## config.mk

```make
export PLATFORM = sky130hd
export DESIGN_NAME = uiavu_top
export DESIGN_NICKNAME = d
export VERILOG_FILES = /design/src/uiavu_pkg.sv /design/src/uiavu_top.sv /design/src/uiavu_prio.sv
export VERILOG_INCLUDE_DIRS = /design/src
export SDC_FILE = /design/constraint.sdc
export NUM_CORES = 1
export LEC_CHECK = 0
export ABC_CLOCK_PERIOD_IN_PS = 3600
export BUFFER_PORTS_ARGS = -buffer_cell sky130_fd_sc_hd__buf_2
export CORE_MARGIN = 10
export CORE_UTILIZATION = 54
export CTS_BUF_LIST = sky130_fd_sc_hd__clkbuf_4
export CTS_CLUSTER_SIZE = 16
export DETAILED_ROUTE_END_ITERATION = 12
export HOLD_SLACK_MARGIN = 0.12
export PLACE_DENSITY = 0.83
export SYNTH_ARGS = -nofsm -noshare
export SYNTH_HDL_FRONTEND = slang
export SYNTH_HIERARCHICAL = 1
export SYNTH_SLANG_ARGS = --single-unit
```

## constraint.sdc

```tcl
create_clock -name I_CLK -period 3.6 [get_ports I_CLK]
set_clock_uncertainty 0.05 [all_clocks]
set_input_delay 0.36 -clock I_CLK [delete_from_list [all_inputs] [get_ports I_CLK]]
set_output_delay 0.36 -clock I_CLK [all_outputs]
set_load 0.01 [all_outputs]
```

## src/uiavu_consts.svh

```systemverilog
// constants for the usb interrupt and autovector unit
// assumes inclusion by bare name; definitions only
//
// Contract
// - setup token decode raises setup token request
// - eight clean setup bytes raise data request
// - frame number stored, then frame request set
// - three ms idle bus raises suspend
// - bus reset onset raises reset request
// - sixteen endpoint requests; out means data resident
// - in request means buffer freed by host
// - endpoint busy falling edge sets its request
// - twenty-one sources merge onto one usb line
// - enabled substitution replaces byte at 0x0045
// - vector byte step four, low bits zero
// - fixed codes 00 to 10 for five sources
// - two-wire done sets flag and request latch
// - two-wire enable bit, flag cleared writing zero
// - two-wire register access clears pending request
// - write one clears; pending re-pulses usb line
// - lower index wins; setup data highest
`ifndef UIAVU_CONSTS_SVH
`define UIAVU_CONSTS_SVH

`define UIAVU_NSRC          21
`define UIAVU_SRC_SUDATA    0
`define UIAVU_SRC_FRAME     1
`define UIAVU_SRC_SUTOKEN   2
`define UIAVU_SRC_SUSPEND   3
`define UIAVU_SRC_BUSRESET  4
`define UIAVU_SRC_EP_BASE   5
`define UIAVU_EP_CODE_BASE  8'h18
`define UIAVU_VEC_ADDR      16'h0045
`define UIAVU_SUSPEND_NS    3000000
`define UIAVU_CLK_NS        8
`define UIAVU_SUSPEND_CYC   ((`UIAVU_SUSPEND_NS) / (`UIAVU_CLK_NS))
`define UIAVU_FRAME_W       11

`endif

```

## src/uiavu_pkg.sv

```systemverilog
// types for the usb interrupt and autovector unit
// assumes uiavu_consts.svh is compiled alongside
package uiavu_pkg;
    typedef enum logic [1:0] {
        UIAVU_IDLE,
        UIAVU_ARMED,
        UIAVU_HELD
    } uiavu_vstate_t;
endpackage

```

## src/uiavu_top.sv

```systemverilog
// usb interrupt sources, merge, autovector substitution, two-wire request
// assumes processor side strobes are one-cycle pulses in the core clock
// assumes enable and clear inputs follow the usb source index order
`timescale 1ns/1ps
`include "uiavu_consts.svh"
module uiavu_top #(
    parameter int SUSPEND_CYC = `UIAVU_SUSPEND_CYC,
    parameter int NEP         = 16
) (
    input  wire logic                      I_CLK,              // core clock
    input  wire logic                      I_RST_N,            // sync reset
    input  wire logic                      i_setup_token,      // setup decoded pulse
    input  wire logic                      i_setup_data_ok,    // 8 bytes stored pulse
    input  wire logic                      i_sof,              // sof received pulse
    input  wire logic [`UIAVU_FRAME_W-1:0] i_frame_num,        // frame number with sof
    input  wire logic                      i_bus_active,       // any bus activity
    input  wire logic                      i_se0,              // d+ and d- both low
    input  wire logic [NEP-1:0]            i_ep_busy,          // {out7..0,in7..0} busy
    input  wire logic [NEP-1:0]            i_ep_clr,           // write-one clear ep bits
    input  wire logic [4:0]                i_usb_clr,          // write-one clear usb bits
    input  wire logic [`UIAVU_NSRC-1:0]    i_src_en,           // per source enables
    input  wire logic                      i_vector_substitute_en, // substitution on
    input  wire logic                      i_int_taken,        // processor took usb int
    input  wire logic                      i_fetch,            // program fetch strobe
    input  wire logic [15:0]               i_fetch_addr,       // fetch address
    input  wire logic [7:0]                i_fetch_data,       // program byte
    input  wire logic                      i_tw_done,          // two-wire byte done
    input  wire logic                      i_tw_access,        // access to tw regs
    input  wire logic                      i_tw_enable,        // ext_int_enable bit 1
    input  wire logic                      i_tw_flag_wr0,      // zero written to flag
    output logic                           o_usb_int_line,     // usb interrupt pulse
    output logic [7:0]                     o_vector_byte,      // current vector byte
    output logic [7:0]                     o_fetch_data,       // byte to processor
    output logic [4:0]                     o_usb_req,          // usb request bits
    output logic [NEP-1:0]                 o_ep_req,           // endpoint request bits
    output logic [7:0]                     o_frame_number_hi,  // frame number high
    output logic [7:0]                     o_frame_number_lo,  // frame number low
    output logic                           o_tw_done,          // two-wire done flag
    output logic                           o_ext_int_flag5,    // two-wire pending
    output logic                           o_twowire_int_line  // two-wire interrupt
);
    localparam int NS = `UIAVU_NSRC;

    // ------------------------------------------------------------
    // state
    // ------------------------------------------------------------
    typedef struct packed {
        logic [NS-1:0]                 req;
        logic [NEP-1:0]                busy_d;
        logic                          se0_d;
        logic [31:0]                   idle_cnt;
        logic                          suspend_irq_done;
        logic [`UIAVU_FRAME_W-1:0]     frame;
        logic                          pulse;
        logic [7:0]                    vec;
        logic [7:0]                    fdata;
        uiavu_pkg::uiavu_vstate_t      vst;
        logic                          tw_done;
        logic                          tw_pend;
        logic                          tw_line;
    } uiavu_state_t;

    uiavu_state_t st_reg;
    uiavu_state_t st_next;

    logic          any;
    logic [7:0]    code;
    logic [NS-1:0] pend_en;
    logic [NS-1:0] clr_all;
    logic [NS-1:0] set_all;
    logic [NEP-1:0] ep_fall;
    logic [NS-1:0] prio_req;
    logic          vec_fetch;

    // ------------------------------------------------------------
    // request merge and priority order
    // ------------------------------------------------------------
    assign pend_en   = st_reg.req & i_src_en;
    assign clr_all   = {i_ep_clr, i_usb_clr};
    assign vec_fetch = i_fetch && (i_fetch_addr == `UIAVU_VEC_ADDR);
    // usb sources keep their place; endpoints interleave in then out
    assign prio_req[`UIAVU_SRC_EP_BASE-1:0] = pend_en[`UIAVU_SRC_EP_BASE-1:0];

    uiavu_prio #(
        .NSRC (NS)
    ) u_prio (
        .i_req  (prio_req),
        .o_any  (any),
        .o_code (code)
    );

    // ------------------------------------------------------------
    // endpoint busy edge detect
    // ------------------------------------------------------------
    genvar g;
    generate
        for (g = 0; g < NEP; g++) begin : g_ep
            assign ep_fall[g] = st_reg.busy_d[g] & ~i_ep_busy[g];
            // in g takes slot 2g, out g takes slot 2g+1, after the usb five
            if (g < NEP / 2) begin : g_in
                assign prio_req[`UIAVU_SRC_EP_BASE + 2 * g] = pend_en[`UIAVU_SRC_EP_BASE + g];
            end else begin : g_out
                assign prio_req[`UIAVU_SRC_EP_BASE + 2 * (g - NEP / 2) + 1] =
                    pend_en[`UIAVU_SRC_EP_BASE + g];
            end
        end
    endgenerate

    // ------------------------------------------------------------
    // next state
    // ------------------------------------------------------------
    always_comb begin
        st_next = st_reg;

        // ------------------------------------------------------------
        // request set and clear
        // ------------------------------------------------------------
        set_all = '0;
        set_all[`UIAVU_SRC_SUDATA]   = i_setup_data_ok;
        set_all[`UIAVU_SRC_FRAME]    = i_sof;
        set_all[`UIAVU_SRC_SUTOKEN]  = i_setup_token;
        set_all[`UIAVU_SRC_SUSPEND]  = ~st_reg.suspend_irq_done
            && (st_reg.idle_cnt == 32'(SUSPEND_CYC - 1)) && !i_bus_active;
        set_all[`UIAVU_SRC_BUSRESET] = i_se0 & ~st_reg.se0_d;
        set_all[NS-1:`UIAVU_SRC_EP_BASE] = ep_fall;
        st_next.busy_d = i_ep_busy;
        st_next.se0_d  = i_se0;
        // set beats clear
        st_next.req = (st_reg.req & ~clr_all) | set_all;

        // ------------------------------------------------------------
        // suspend idle timer
        // ------------------------------------------------------------
        if (i_bus_active) begin
            st_next.idle_cnt  = '0;
            st_next.suspend_irq_done = 1'b0;
        end else if (st_reg.idle_cnt != 32'(SUSPEND_CYC - 1)) begin
            st_next.idle_cnt = st_reg.idle_cnt + 32'h1;
        end else begin
            st_next.suspend_irq_done = 1'b1;
        end

        // ------------------------------------------------------------
        // frame number
        // ------------------------------------------------------------
        if (i_sof) begin
            st_next.frame = i_frame_num;
        end

        // ------------------------------------------------------------
        // interrupt pulse
        // ------------------------------------------------------------
        // pulse on new enabled request or after a clear with others left
        st_next.pulse = |(set_all & i_src_en)
            | (|(clr_all & st_reg.req) & |(pend_en & ~clr_all));

        // ------------------------------------------------------------
        // vector capture and substitution
        // ------------------------------------------------------------
        st_next.fdata = i_fetch_data;
        unique case (st_reg.vst)
            uiavu_pkg::UIAVU_IDLE: begin
                st_next.vec = any ? code : 8'h00;
                if (i_int_taken) begin
                    st_next.vst = uiavu_pkg::UIAVU_HELD;
                end
            end
            uiavu_pkg::UIAVU_HELD: begin
                if (vec_fetch) begin
                    st_next.vst = uiavu_pkg::UIAVU_IDLE;
                end
            end
            default: begin
                st_next.vst = uiavu_pkg::UIAVU_IDLE;
            end
        endcase
        if (i_vector_substitute_en && vec_fetch) begin
            st_next.fdata = (st_reg.vst == uiavu_pkg::UIAVU_HELD) ? st_reg.vec : code;
        end

        // ------------------------------------------------------------
        // two-wire request
        // ------------------------------------------------------------
        if (i_tw_done) begin
            st_next.tw_done = 1'b1;
        end else if (i_tw_access) begin
            st_next.tw_done = 1'b0;
        end
        if (i_tw_done) begin
            st_next.tw_pend = 1'b1;
        end else if (i_tw_access || i_tw_flag_wr0) begin
            st_next.tw_pend = 1'b0;
        end
        st_next.tw_line = st_next.tw_pend & i_tw_enable;
    end

    // ------------------------------------------------------------
    // state register
    // ------------------------------------------------------------
    always_ff @(posedge I_CLK) begin
        if (!I_RST_N) begin
            st_reg     <= '0;
            st_reg.vst <= uiavu_pkg::UIAVU_IDLE;
        end else begin
            st_reg <= st_next;
        end
    end

    // ------------------------------------------------------------
    // outputs
    // ------------------------------------------------------------
    assign o_usb_int_line     = st_reg.pulse;
    assign o_vector_byte      = st_reg.vec;
    assign o_fetch_data       = st_reg.fdata;
    assign o_usb_req          = st_reg.req[4:0];
    assign o_ep_req           = st_reg.req[NS-1:`UIAVU_SRC_EP_BASE];
    assign o_frame_number_hi  = {5'h00, st_reg.frame[10:8]};
    assign o_frame_number_lo  = st_reg.frame[7:0];
    assign o_tw_done          = st_reg.tw_done;
    assign o_ext_int_flag5    = st_reg.tw_pend;
    assign o_twowire_int_line = st_reg.tw_line;
endmodule

```

## src/uiavu_prio.sv

```systemverilog
// priority encoder: lowest set index wins, gives vector code
// assumes 21 request lines, index 0 highest priority
`timescale 1ns/1ps
`include "uiavu_consts.svh"
module uiavu_prio #(
    parameter int NSRC = `UIAVU_NSRC
) (
    input  wire logic [NSRC-1:0] i_req,   // enabled pending requests
    output logic                 o_any,   // any request present
    output logic [7:0]           o_code   // vector byte for winner
);
    logic [4:0] idx;
    always_comb begin
        idx = 5'h00;
        for (int k = NSRC - 1; k >= 0; k--) begin
            if (i_req[k]) begin
                idx = 5'(k);
            end
        end
    end
    assign o_any = |i_req;
    assign o_code = (idx < 5'(`UIAVU_SRC_EP_BASE)) ? {1'b0, idx, 2'b00}
                  : 8'(`UIAVU_EP_CODE_BASE + {1'b0, idx - 5'(`UIAVU_SRC_EP_BASE), 2'b00});
endmodule

```

## Yosys cells after proc, flatten, opt, wreduce, memory -nomap -nowiden

Cells that the tools add are included.

- Mux-type cells: 32
- Add/sub/neg operators: 3
- Eq/ne operators: 6
- Reduce and logical (&&, ||, !) cells: 14
- Bitwise logic cells: 46
- Magnitude comparators: 1

Operators by type and width:

| kind | count |
|---|---|
| $and 21x21->21 | 5 |
| $mux 5 | 21 |
| $reduce_or 21->1 | 4 |
| $add 32x1->32 const B | 1 |
| $eq 32x19->1 const B | 1 |
| $mux 8 | 4 |
| $ne 32x19->1 const B | 1 |
| $not 21->21 | 1 |
| $or 21x21->21 | 1 |
| $and 1x1->1 | 19 |
| $not 1->1 | 19 |
| $eq 16x7->1 const B | 1 |
| $add 5x7->8 const A | 1 |
| $lt 5x3->1 const B | 1 |
| $sub 5x3->5 const B | 1 |
| $logic_and 1x1->1 | 4 |
| $mux 1 | 4 |
| $mux 2 | 2 |
| $ne 2x2->1 const B | 2 |
| $pmux 2 s2 | 1 |
| $eq 2x2->1 const B | 1 |
| $logic_not 2->1 | 1 |
| $reduce_and 2->1 | 1 |
| $reduce_bool 2->1 | 1 |
| 4 further kinds | 4 |

- Input port bits: 107
- Register bits: 104
- Output and inout port bits: 57
- Word-level logic and storage cells: 115

## Logic depth before layout (Yosys ltp)

Gate-level depths: netlist (run 1).

- Word-level depth: 27
- Gate-level depth with buffers: 14
- Depth with buffers taken out: 14

## Modules after synthesis

The synthesis (run 1) kept the hierarchy.

By module, submodules not included:

| module | seq. area each (µm²) | instances | cells an instance | area each (µm²) |
|---|---|---|---|---|
| uiavu_top | 2062.0 | 1 | 568 | 5097.4 |
| uiavu_prio | 0.0 | 1 | 79 | 503.0 |

## Worst setup path after synthesis (run 1)

Ideal clock, no wire load.

- Path type: input port to flip-flop
- From: in i_src_en[19]
- To: reg st_reg, in the netlist o_fetch_data[6]
- Data arrival time: 2.730 ns
- Setup slack: 0.761 ns
- Path buffers: 0
- Stages: 13
- Setup time: 0.059 ns
- Data required time: 3.491 ns
- Cell sequence: and2_1 nand2b_1 a221o_1 a211oi_1 nor2_1 or3_1 ha_1 nor2_1 a21o_1 a222oi_1 mux2i_1 nand2_1 o211a_1

- Cells in the longest elaborated chain, start to end: 25
- Elaborated cells on any way between the ends: 26
- Classes of those cells: 2 x add/sub; 1 x order compare; 22 x mux; 1 x bitwise

Ends and longest elaborated chain:

| element | line | source |
|---|---|---|
| from (decl) | uiavu_top.sv:21 | `` input wire logic [`UIAVU_NSRC-1:0] i_src_en, `` |
| $and 21x21->21 * | uiavu_top.sv:78 | `assign pend_en = st_reg.req & i_src_en;` |
| $mux 5 * (19 in series) | uiavu_prio.sv:16 | `if (i_req[k]) begin` |
| $sub 5x3->5 | uiavu_prio.sv:23 | `` : 8'(`UIAVU_EP_CODE_BASE + {1'b0, idx - 5'(`UIAVU_SRC_EP_BASE), 2'b00}); `` |
| $add 5x7->8 (no line) | -- |  |
| $mux 8 * | uiavu_prio.sv:22 | `` assign o_code = (idx < 5'(`UIAVU_SRC_EP_BASE)) ? {1'b0, idx, 2'b00} `` |
| named net code[6] | uiavu_top.sv:67 | `logic [7:0] code;` |
| $mux 8 * | uiavu_top.sv:178 | `st_next.fdata = (st_reg.vst == uiavu_pkg::UIAVU_HELD) ? st_reg.vec : code;` |
| $mux 8 * | uiavu_top.sv:177 | `if (i_vector_substitute_en && vec_fetch) begin` |
| to (signal assigned) | uiavu_top.sv:205 | `st_reg <= st_next;` |
| to (decl) | uiavu_top.sv:63 | `uiavu_state_t st_reg;` |

The timed path passes the listed nets; every way through them passes the cells marked *.
A chain may end at the register's enable or synchronous reset.

## Worst setup path after layout (run 1)

- From: reg st_reg, in the netlist o_ep_req[6]
- To: reg st_reg, in the netlist o_fetch_data[6]

- Cells in the longest elaborated chain, start to end: 24
- Elaborated cells on any way between the ends: 25
- Classes of those cells: 2 x add/sub; 1 x order compare; 21 x mux; 1 x bitwise

Ends and longest elaborated chain:

| element | line | source |
|---|---|---|
| $and 21x21->21 * | uiavu_top.sv:78 |  |
| named net pend_en[11] | uiavu_top.sv:68 | `logic [NS-1:0] pend_en;` |
| $mux 5 * (18 in series) | uiavu_prio.sv:16 |  |
| $sub 5x3->5 | uiavu_prio.sv:23 |  |
| $add 5x7->8 (no line) | -- |  |
| $mux 8 * | uiavu_prio.sv:22 |  |
| named net code[6] | uiavu_top.sv:67 |  |
| $mux 8 * | uiavu_top.sv:178 |  |
| $mux 8 * | uiavu_top.sv:177 |  |

Marks and branches as above.

==> metrics.txt, run 1 <==
P_sw 0.624 mW; Mapped Cells 647; hpwl dp 11800 um; crit path to o_fetch_data[6]; number of iterations in the first detailed-routing pass 5; Synth Flop Type dfxtp_1; most frequent cells in the layout 158 x buf_2, 103 x dfxtp_1, 53 x and2_1; DR WL/cell 16.9 um; reg-to-reg endpoint o_fetch_data[6]; fin. max-slew vios 0; num ports 164; Max rail drop VDD 159 uV; Tightest Hold Check Type in2reg; status finished, final reports clean; CTS Buf Count 9; gr usage total 20.4%; PD cells 338 nW/um^2; CTS Root Cell clkbuf_4; Final min period 3.13 ns; Final Cell Area 6660 um^2; Skew-Pair Late Insertion Delay 0.47 ns; largest family of logic cells by synthesized area simple AND/OR/NAND/NOR gates; TritonCTS clock tree built; commonest non-fill, non-tap cell in the layout buf_2; adder-cell share of the synthesized area 0.670%; Mapped Area 5600 um^2; gp weighted congestion 0.931; routed vias 5056; WS Path Type reg2reg; Leak 2.87 nW; fin crit share 87.1%; maxcap violations 0; dpl cells 875; gr ovfl total 0; internal power 1.62 mW; reg2reg path depth 13; die area 14800 um^2; Core Util, Final 65.1%; r2r startpoint o_ep_req[6]; max reg flops 51; Power Total 2.25 mW; Required @ worst endpoint 3.96 ns; CTS H-tree depth 3; Synth Area in XOR/XNOR 4.38%; setup ws final 0.465 ns; Setup crit end kind flip-flop; Seq/Total Area, Yosys 36.8%; Max clock buf depth 2; Final setup viols 0; core area 10200 um^2; Final Hold Viols 0; synth unique cells 60; routed wire length 15700 um; vias in the first global route 4977; Post-CTS Setup Bufs 0; Synth async-reset ratio 0%; initial antenna violation count 0; # port buffers 158; RSZ-0062 raised after global routing false; Rows 37; setup slack, reg-to-reg 0.47 ns; Worst Path Max Fanout 4; #FFs+latches synth 103; fraction of layout cells with a size suffix above 1 23.9%; first-pass GRT wire length 24600 um; clock share of power 26.4%; Placed Area 6110 um^2; clock sinks 103; pre-CTS WS 0.403 ns; share of total power in combinational logic 19.3%; die width 122 um; Worst setup startpoint o_ep_req[6]; setup_tns 0 ns; Sequential Power Share 54.3%; post-synthesis mux area share 3.75%; area growth from synthesis to layout 18.9%; Post-synth EDFFs 0; Worst Max-Slew Pin Slew 1.12 ns; Initial DRC Count 452; Worst-path clk slew 0.15 ns; Vias/cell 5.42; non-filler cells, final 932; Fmax achieved 0.319 GHz; residual DRC count 0; sw frac 27.8%; Mapped Avg Cell Area 8.66 um^2; synthesized-area fraction occupied by and/or/nand/nor cells 29.7%; slew margin rel. 25.1%; Antenna Nets Post-Route 0; Critical Path AT 3.49 ns; Synth Area in Compound Gates 13.2%; Chip Height 122 um; Yosys Warn Count 6; initial core utilization 54.7%; largest net degree at the start of global routing 71; nets@finish 901; Hold WS 0.150 ns; Startpoint Class flip-flop
==> layout make-up <==
cell class / instances / area, um^2
timing repair buffer: 201 / 1220
tap: 136 / 170
fill: 852 / 3570
multi-input combinational: 436 / 2930
clock inverter: 4 / 47.5
sequential: 103 / 2060
clock buffer: 11 / 82.6
antenna: 1 / 2.50
inverter: 40 / 150
==> per-layer routing <==
layer | GRT usage [%] | routed length [um]
met3 | 5.00 | 1290
met1 | 24.1 | 6380
met5 | 0 | 0
met4 | 9.61 | 467
met2 | 34.0 | 7590
==> logic make-up (layout without fill, tap and decap cells) <==
logic type	count (synthesis)	in the layout
AO/OA/AOI/OAI	96	96
XOR/XNOR	28	28
adder cells (fa/ha/maj)	3	3
buffers and inverters	113	256
flip-flops	103	103
multiplexers	21	21
other	2	8
AND/OR/NAND/NOR	281	281
==> worst max-delay path, stage by stage (launching register included) <==
cell and delay, ns:
dfxtp_1 0.40, and2_1 0.22, nor2_1 0.08, a221o_1 0.35
a211oi_1 0.21, nor2_1 0.05, or3_1 0.36, ha_1 0.36
nor2_1 0.06, a21o_1 0.18, a222oi_1 0.39, mux2i_1 0.12
nand2_1 0.10, o211a_1 0.14
==> synth_stat cells (10+ instances only) <==
cell | number | area (um^2)
xnor2_1 | 17 | 149
dfxtp_1 | 103 | 2060
nand4_1 | 11 | 68.8
inv_1 | 40 | 150
and2_1 | 53 | 332
nor2_1 | 48 | 180
o22ai_1 | 11 | 68.8
mux2i_1 | 21 | 210
clkbuf_1 | 17 | 63.8
xor2_1 | 11 | 96.3
nand2_1 | 29 | 109
nor2b_1 | 28 | 175
a22oi_1 | 17 | 128
nand2b_1 | 17 | 106
buf_4 | 55 | 413
nand3_1 | 10 | 50.1
nand3b_1 | 26 | 195
nor4_1 | 18 | 113
==> how the worst min path moves through the flow <==
stage                   startpoint                    to  slack [ns]  cells past startpoint
floorplan               st_reg[33]            st_reg[33]        0.39                      2
global placement        st_reg[33]            st_reg[33]        0.41                      2
detailed placement      st_reg[73]           o_ep_req[6]        0.42                      2
CTS                 i_frame_num[3]  o_frame_number_lo[3]        0.14                      3
global route           i_tw_access             o_tw_done        0.16                      3
finish                i_ep_clr[12]          o_ep_req[12]        0.15                      3
==> power by group through the flow <==
stage,Combinational (mW),Clock [mW],Sequential (mW)
detailed placement,0.393,0,1.25
global placement,0.384,0,1.24
global route,0.476,0.646,1.23
finish,0.434,0.592,1.22
floorplan,0.290,0,1.23
CTS,0.430,0.605,1.22
==> timing repair <==
action	4_1_cts	5_1_grt
hold endpoints to repair	43	0
gates resized for setup	0	0
hold buffers	41	0
No activity file was read; power rests on OpenSTA's default activity.
==> run 2, diff against run 1 <==
--- a/config.mk
+++ b/config.mk
@@ -6,10 +6,12 @@
 export SDC_FILE = /design/constraint.sdc
 export NUM_CORES = 1
 export LEC_CHECK = 0
+export ABC_AREA = 1
 export ABC_CLOCK_PERIOD_IN_PS = 3600
 export BUFFER_PORTS_ARGS = -buffer_cell sky130_fd_sc_hd__buf_2
+export CAP_MARGIN = 20
 export CORE_MARGIN = 10
-export CORE_UTILIZATION = 54
+export CORE_UTILIZATION = 55
 export CTS_BUF_LIST = sky130_fd_sc_hd__clkbuf_4
 export CTS_CLUSTER_SIZE = 16
 export DETAILED_ROUTE_END_ITERATION = 12
==> run 2 against run 1 <==
Against the previous run: maximum frequency grew 2.5%; die area is 5.7% higher; highest routed layer unchanged; flip-flop and latch count unchanged; clock power decreased by 10%; non-clock buffer count grew 21; power decreased by 0.67%; sequential power about the same.
==> metrics.txt, run 2 <==
#FFs+latches synth 103 (unchanged); maxcap violations 0 (unchanged); Max clock buf depth 2 (unchanged); routed wire length 18100 um (was 15700 um); Worst setup startpoint o_ep_req[6] (unchanged); gp weighted congestion 0.946 (was 0.931); Worst-path clk slew 0.16 ns (was 0.15 ns); Max rail drop VDD 248 uV (was 159 uV); Critical Path AT 3.43 ns (was 3.49 ns); cell taking the most area after synthesis dfxtp_1 (unchanged); initial core utilization 56.2% (was 54.7%); Yosys Warn Count 6 (unchanged); cell mode on critical path nand2_1 (was nor2_1); RSZ-0062 raised after global routing false (unchanged); pre-CTS WS 0.494 ns (was 0.403 ns); internal power 1.53 mW (was 1.62 mW); top-area cell type share of the netlist area 33.8% (was 36.8%); Antenna Nets Post-Route 0 (unchanged); Mapped Avg Cell Area 6.32 um^2 (was 8.66 um^2); routed length on met2 8600 um (was 7590 um); Seq/Total Area, Yosys 33.8% (was 36.8%); clock sinks 103 (unchanged); Mapped Area 6100 um^2 (was 5600 um^2); status finished, final reports clean (unchanged); P_sw 0.700 mW (was 0.624 mW); core area 10800 um^2 (was 10200 um^2); max reg flops 51 (unchanged); most frequent cells in the layout 249 x nand2_1, 158 x buf_2, 147 x inv_1 (was 158 x buf_2, 103 x dfxtp_1, 53 x and2_1); share of total power in combinational logic 21.5% (was 19.3%); hpwl dp 13200 um (was 11800 um); # port buffers 158 (unchanged); Final min period 3.06 ns (was 3.13 ns); num ports 164 (unchanged); most frequent cell after synthesis nand2_1 (was dfxtp_1); nets@finish 1242 (was 901); Worst Path Max Fanout 5 (was 4); Rows 38 (was 37); Core Util, Final 67.8% (was 65.1%); die area 15700 um^2 (was 14800 um^2); TritonCTS clock tree built (unchanged); CTS H-tree depth 3 (unchanged); Worst Max-Slew Pin Slew 0.859 ns (was 1.12 ns); die width 125 um (was 122 um); synth unique cells 40 (was 60); Final Cell Area 7350 um^2 (was 6660 um^2); Post-CTS Setup Bufs 0 (unchanged); reg2reg path depth 33 (was 13); Critical-path top delay cell dfxtp_1 (unchanged); max layer used met4 (unchanged); sw frac 31.4% (was 27.8%); Required @ worst endpoint 3.97 ns (was 3.96 ns); CTS Root Cell clkbuf_4 (unchanged); gr usage total 22.3% (was 20.4%); slew margin rel. 42.7% (was 25.1%); non-filler cells, final 1280 (was 932); DR WL/cell 14.1 um (was 16.9 um); Final setup viols 0 (unchanged); Sequential Power Share 54.7% (was 54.3%); clock share of power 23.8% (was 26.4%); Synth Flop Type dfxtp_1 (unchanged); Leak 3.75 nW (was 2.87 nW); CP peak stage delay 0.43 ns (was 0.40 ns); dpl cells 1199 (was 875); Tightest Hold Check Type in2reg (unchanged); Post-synth EDFFs 0 (unchanged); Synth async-reset ratio 0% (unchanged); fraction of layout cells with a size suffix above 1 18.6% (was 23.9%); largest net degree at the start of global routing 43 (was 71); Startpoint Class flip-flop (unchanged); Min-Delay Startpoint i_bus_active (was i_ep_clr[12]); fin. max-slew vios 0 (unchanged); # fillers 988 (was 852); Hold Crit Depth 4 (was 3); Final Hold Viols 0 (unchanged); number of iterations in the first detailed-routing pass 5 (unchanged); Setup crit end kind flip-flop (unchanged); met3 wire len 1260 um (was 1290 um); Skew-Pair Late Insertion Delay 0.48 ns (was 0.47 ns); largest cells by area after synthesis dfxtp_1 34%, nand2_1 15%, inv_1 9.0%, nor2_1 7.9%, buf_4 6.9% (was dfxtp_1 37%, buf_4 7.4%, and2_1 5.9%, mux2i_1 3.8%, nand3b_1 3.5%); setup_tns 0 ns (unchanged); WS Path Type reg2reg (unchanged); vias in the first global route 6320 (was 4977); synth cell count leaders 249 x nand2_1, 147 x inv_1, 129 x nor2_1 (was 103 x dfxtp_1, 55 x buf_4, 53 x and2_1); Chip Height 125 um (was 122 um); commonest non-fill, non-tap cell in the layout nand2_1 (was buf_2); CTS Buf Count 9 (unchanged); r2r startpoint o_ep_req[6] (unchanged); Vias/cell 5.00 (was 5.42); Power Total 2.23 mW (was 2.25 mW); fin crit share 84.9% (was 87.1%); PD cells 303 nW/um^2 (was 338 nW/um^2); Fmax achieved 0.327 GHz (was 0.319 GHz); gr ovfl total 0 (unchanged); Hold WS 0.137 ns (was 0.150 ns); initial antenna violation count 4 (was 0); routed vias 6400 (was 5056); Placed Area 6620 um^2 (was 6110 um^2); Met1 Routed Length 7410 um (was 6380 um); setup ws final 0.542 ns (was 0.465 ns); area growth from synthesis to layout 20.6% (was 18.9%); Initial DRC Count 474 (was 452); first-pass GRT wire length 29600 um (was 24600 um); Mapped Cells 964 (was 647); residual DRC count 0 (unchanged)
[run 2: worst paths after layout]
check                          to  slack (ns)
setup / recovery  o_fetch_data[6]        0.54
hold / removal       o_usb_req[3]        0.14
setup reg to reg  o_fetch_data[6]        0.54
hold reg to reg      o_ep_req[14]        0.42
[run 2: final cells by class]
| class | instances | area, um^2 | share of cell area, % |
|---|---|---|---|
| Multi-Input combinational cell | 641 | 3000 | 40.7 |
| Sequential cell | 103 | 2060 | 28.0 |
| Timing Repair Buffer | 222 | 1430 | 19.4 |
| Inverter | 155 | 582 | 7.91 |
| Tap cell | 140 | 175 | 2.38 |
| Clock buffer | 9 | 67.6 | 0.919 |
| Clock inverter | 6 | 36.3 | 0.493 |
| Antenna cell | 4 | 10.0 | 0.136 |
[run 2: repair_timing]
item,CTS,global route
endpoints found under the hold margin,60,0
hold buffers,62,0
gates resized for setup,0,0
[run 2: cell families after synthesis]
group	after synthesis	share of synthesized area (%)
compound gates	95	8.09
xor+xnor	8	1.15
fa+ha+maj	3	0.616
buf+inv	225	17.4
flops	103	33.8
mux	4	0.657
other cells	2	0.123
simple gates	524	38.2
[run 2: layer usage]
metal,global-route usage (%),vias to the layer above
met2,37.8,229
met1,24.7,2831
met3,6.68,64
met5,0,-
li1,-,3276
met4,12.1,0
[run 2: critical path, delay by kind of cell (launching register included)]
kind	cells	cell delay, ns
flops	1	0.43
simple gates	27	1.81
fa+ha+maj	1	0.19
xor+xnor	1	0.21
buf+inv	3	0.23
mux	1	0.07
[run 2: power groups by stage]
stage               combinational, mW  sequential [mW]  clock [mW]
finish                          0.481             1.22       0.531
global route                    0.539             1.23       0.581
CTS                             0.474             1.22       0.545
detailed placement              0.420             1.24           0
global placement                0.413             1.24           0
floorplan                       0.308             1.24           0
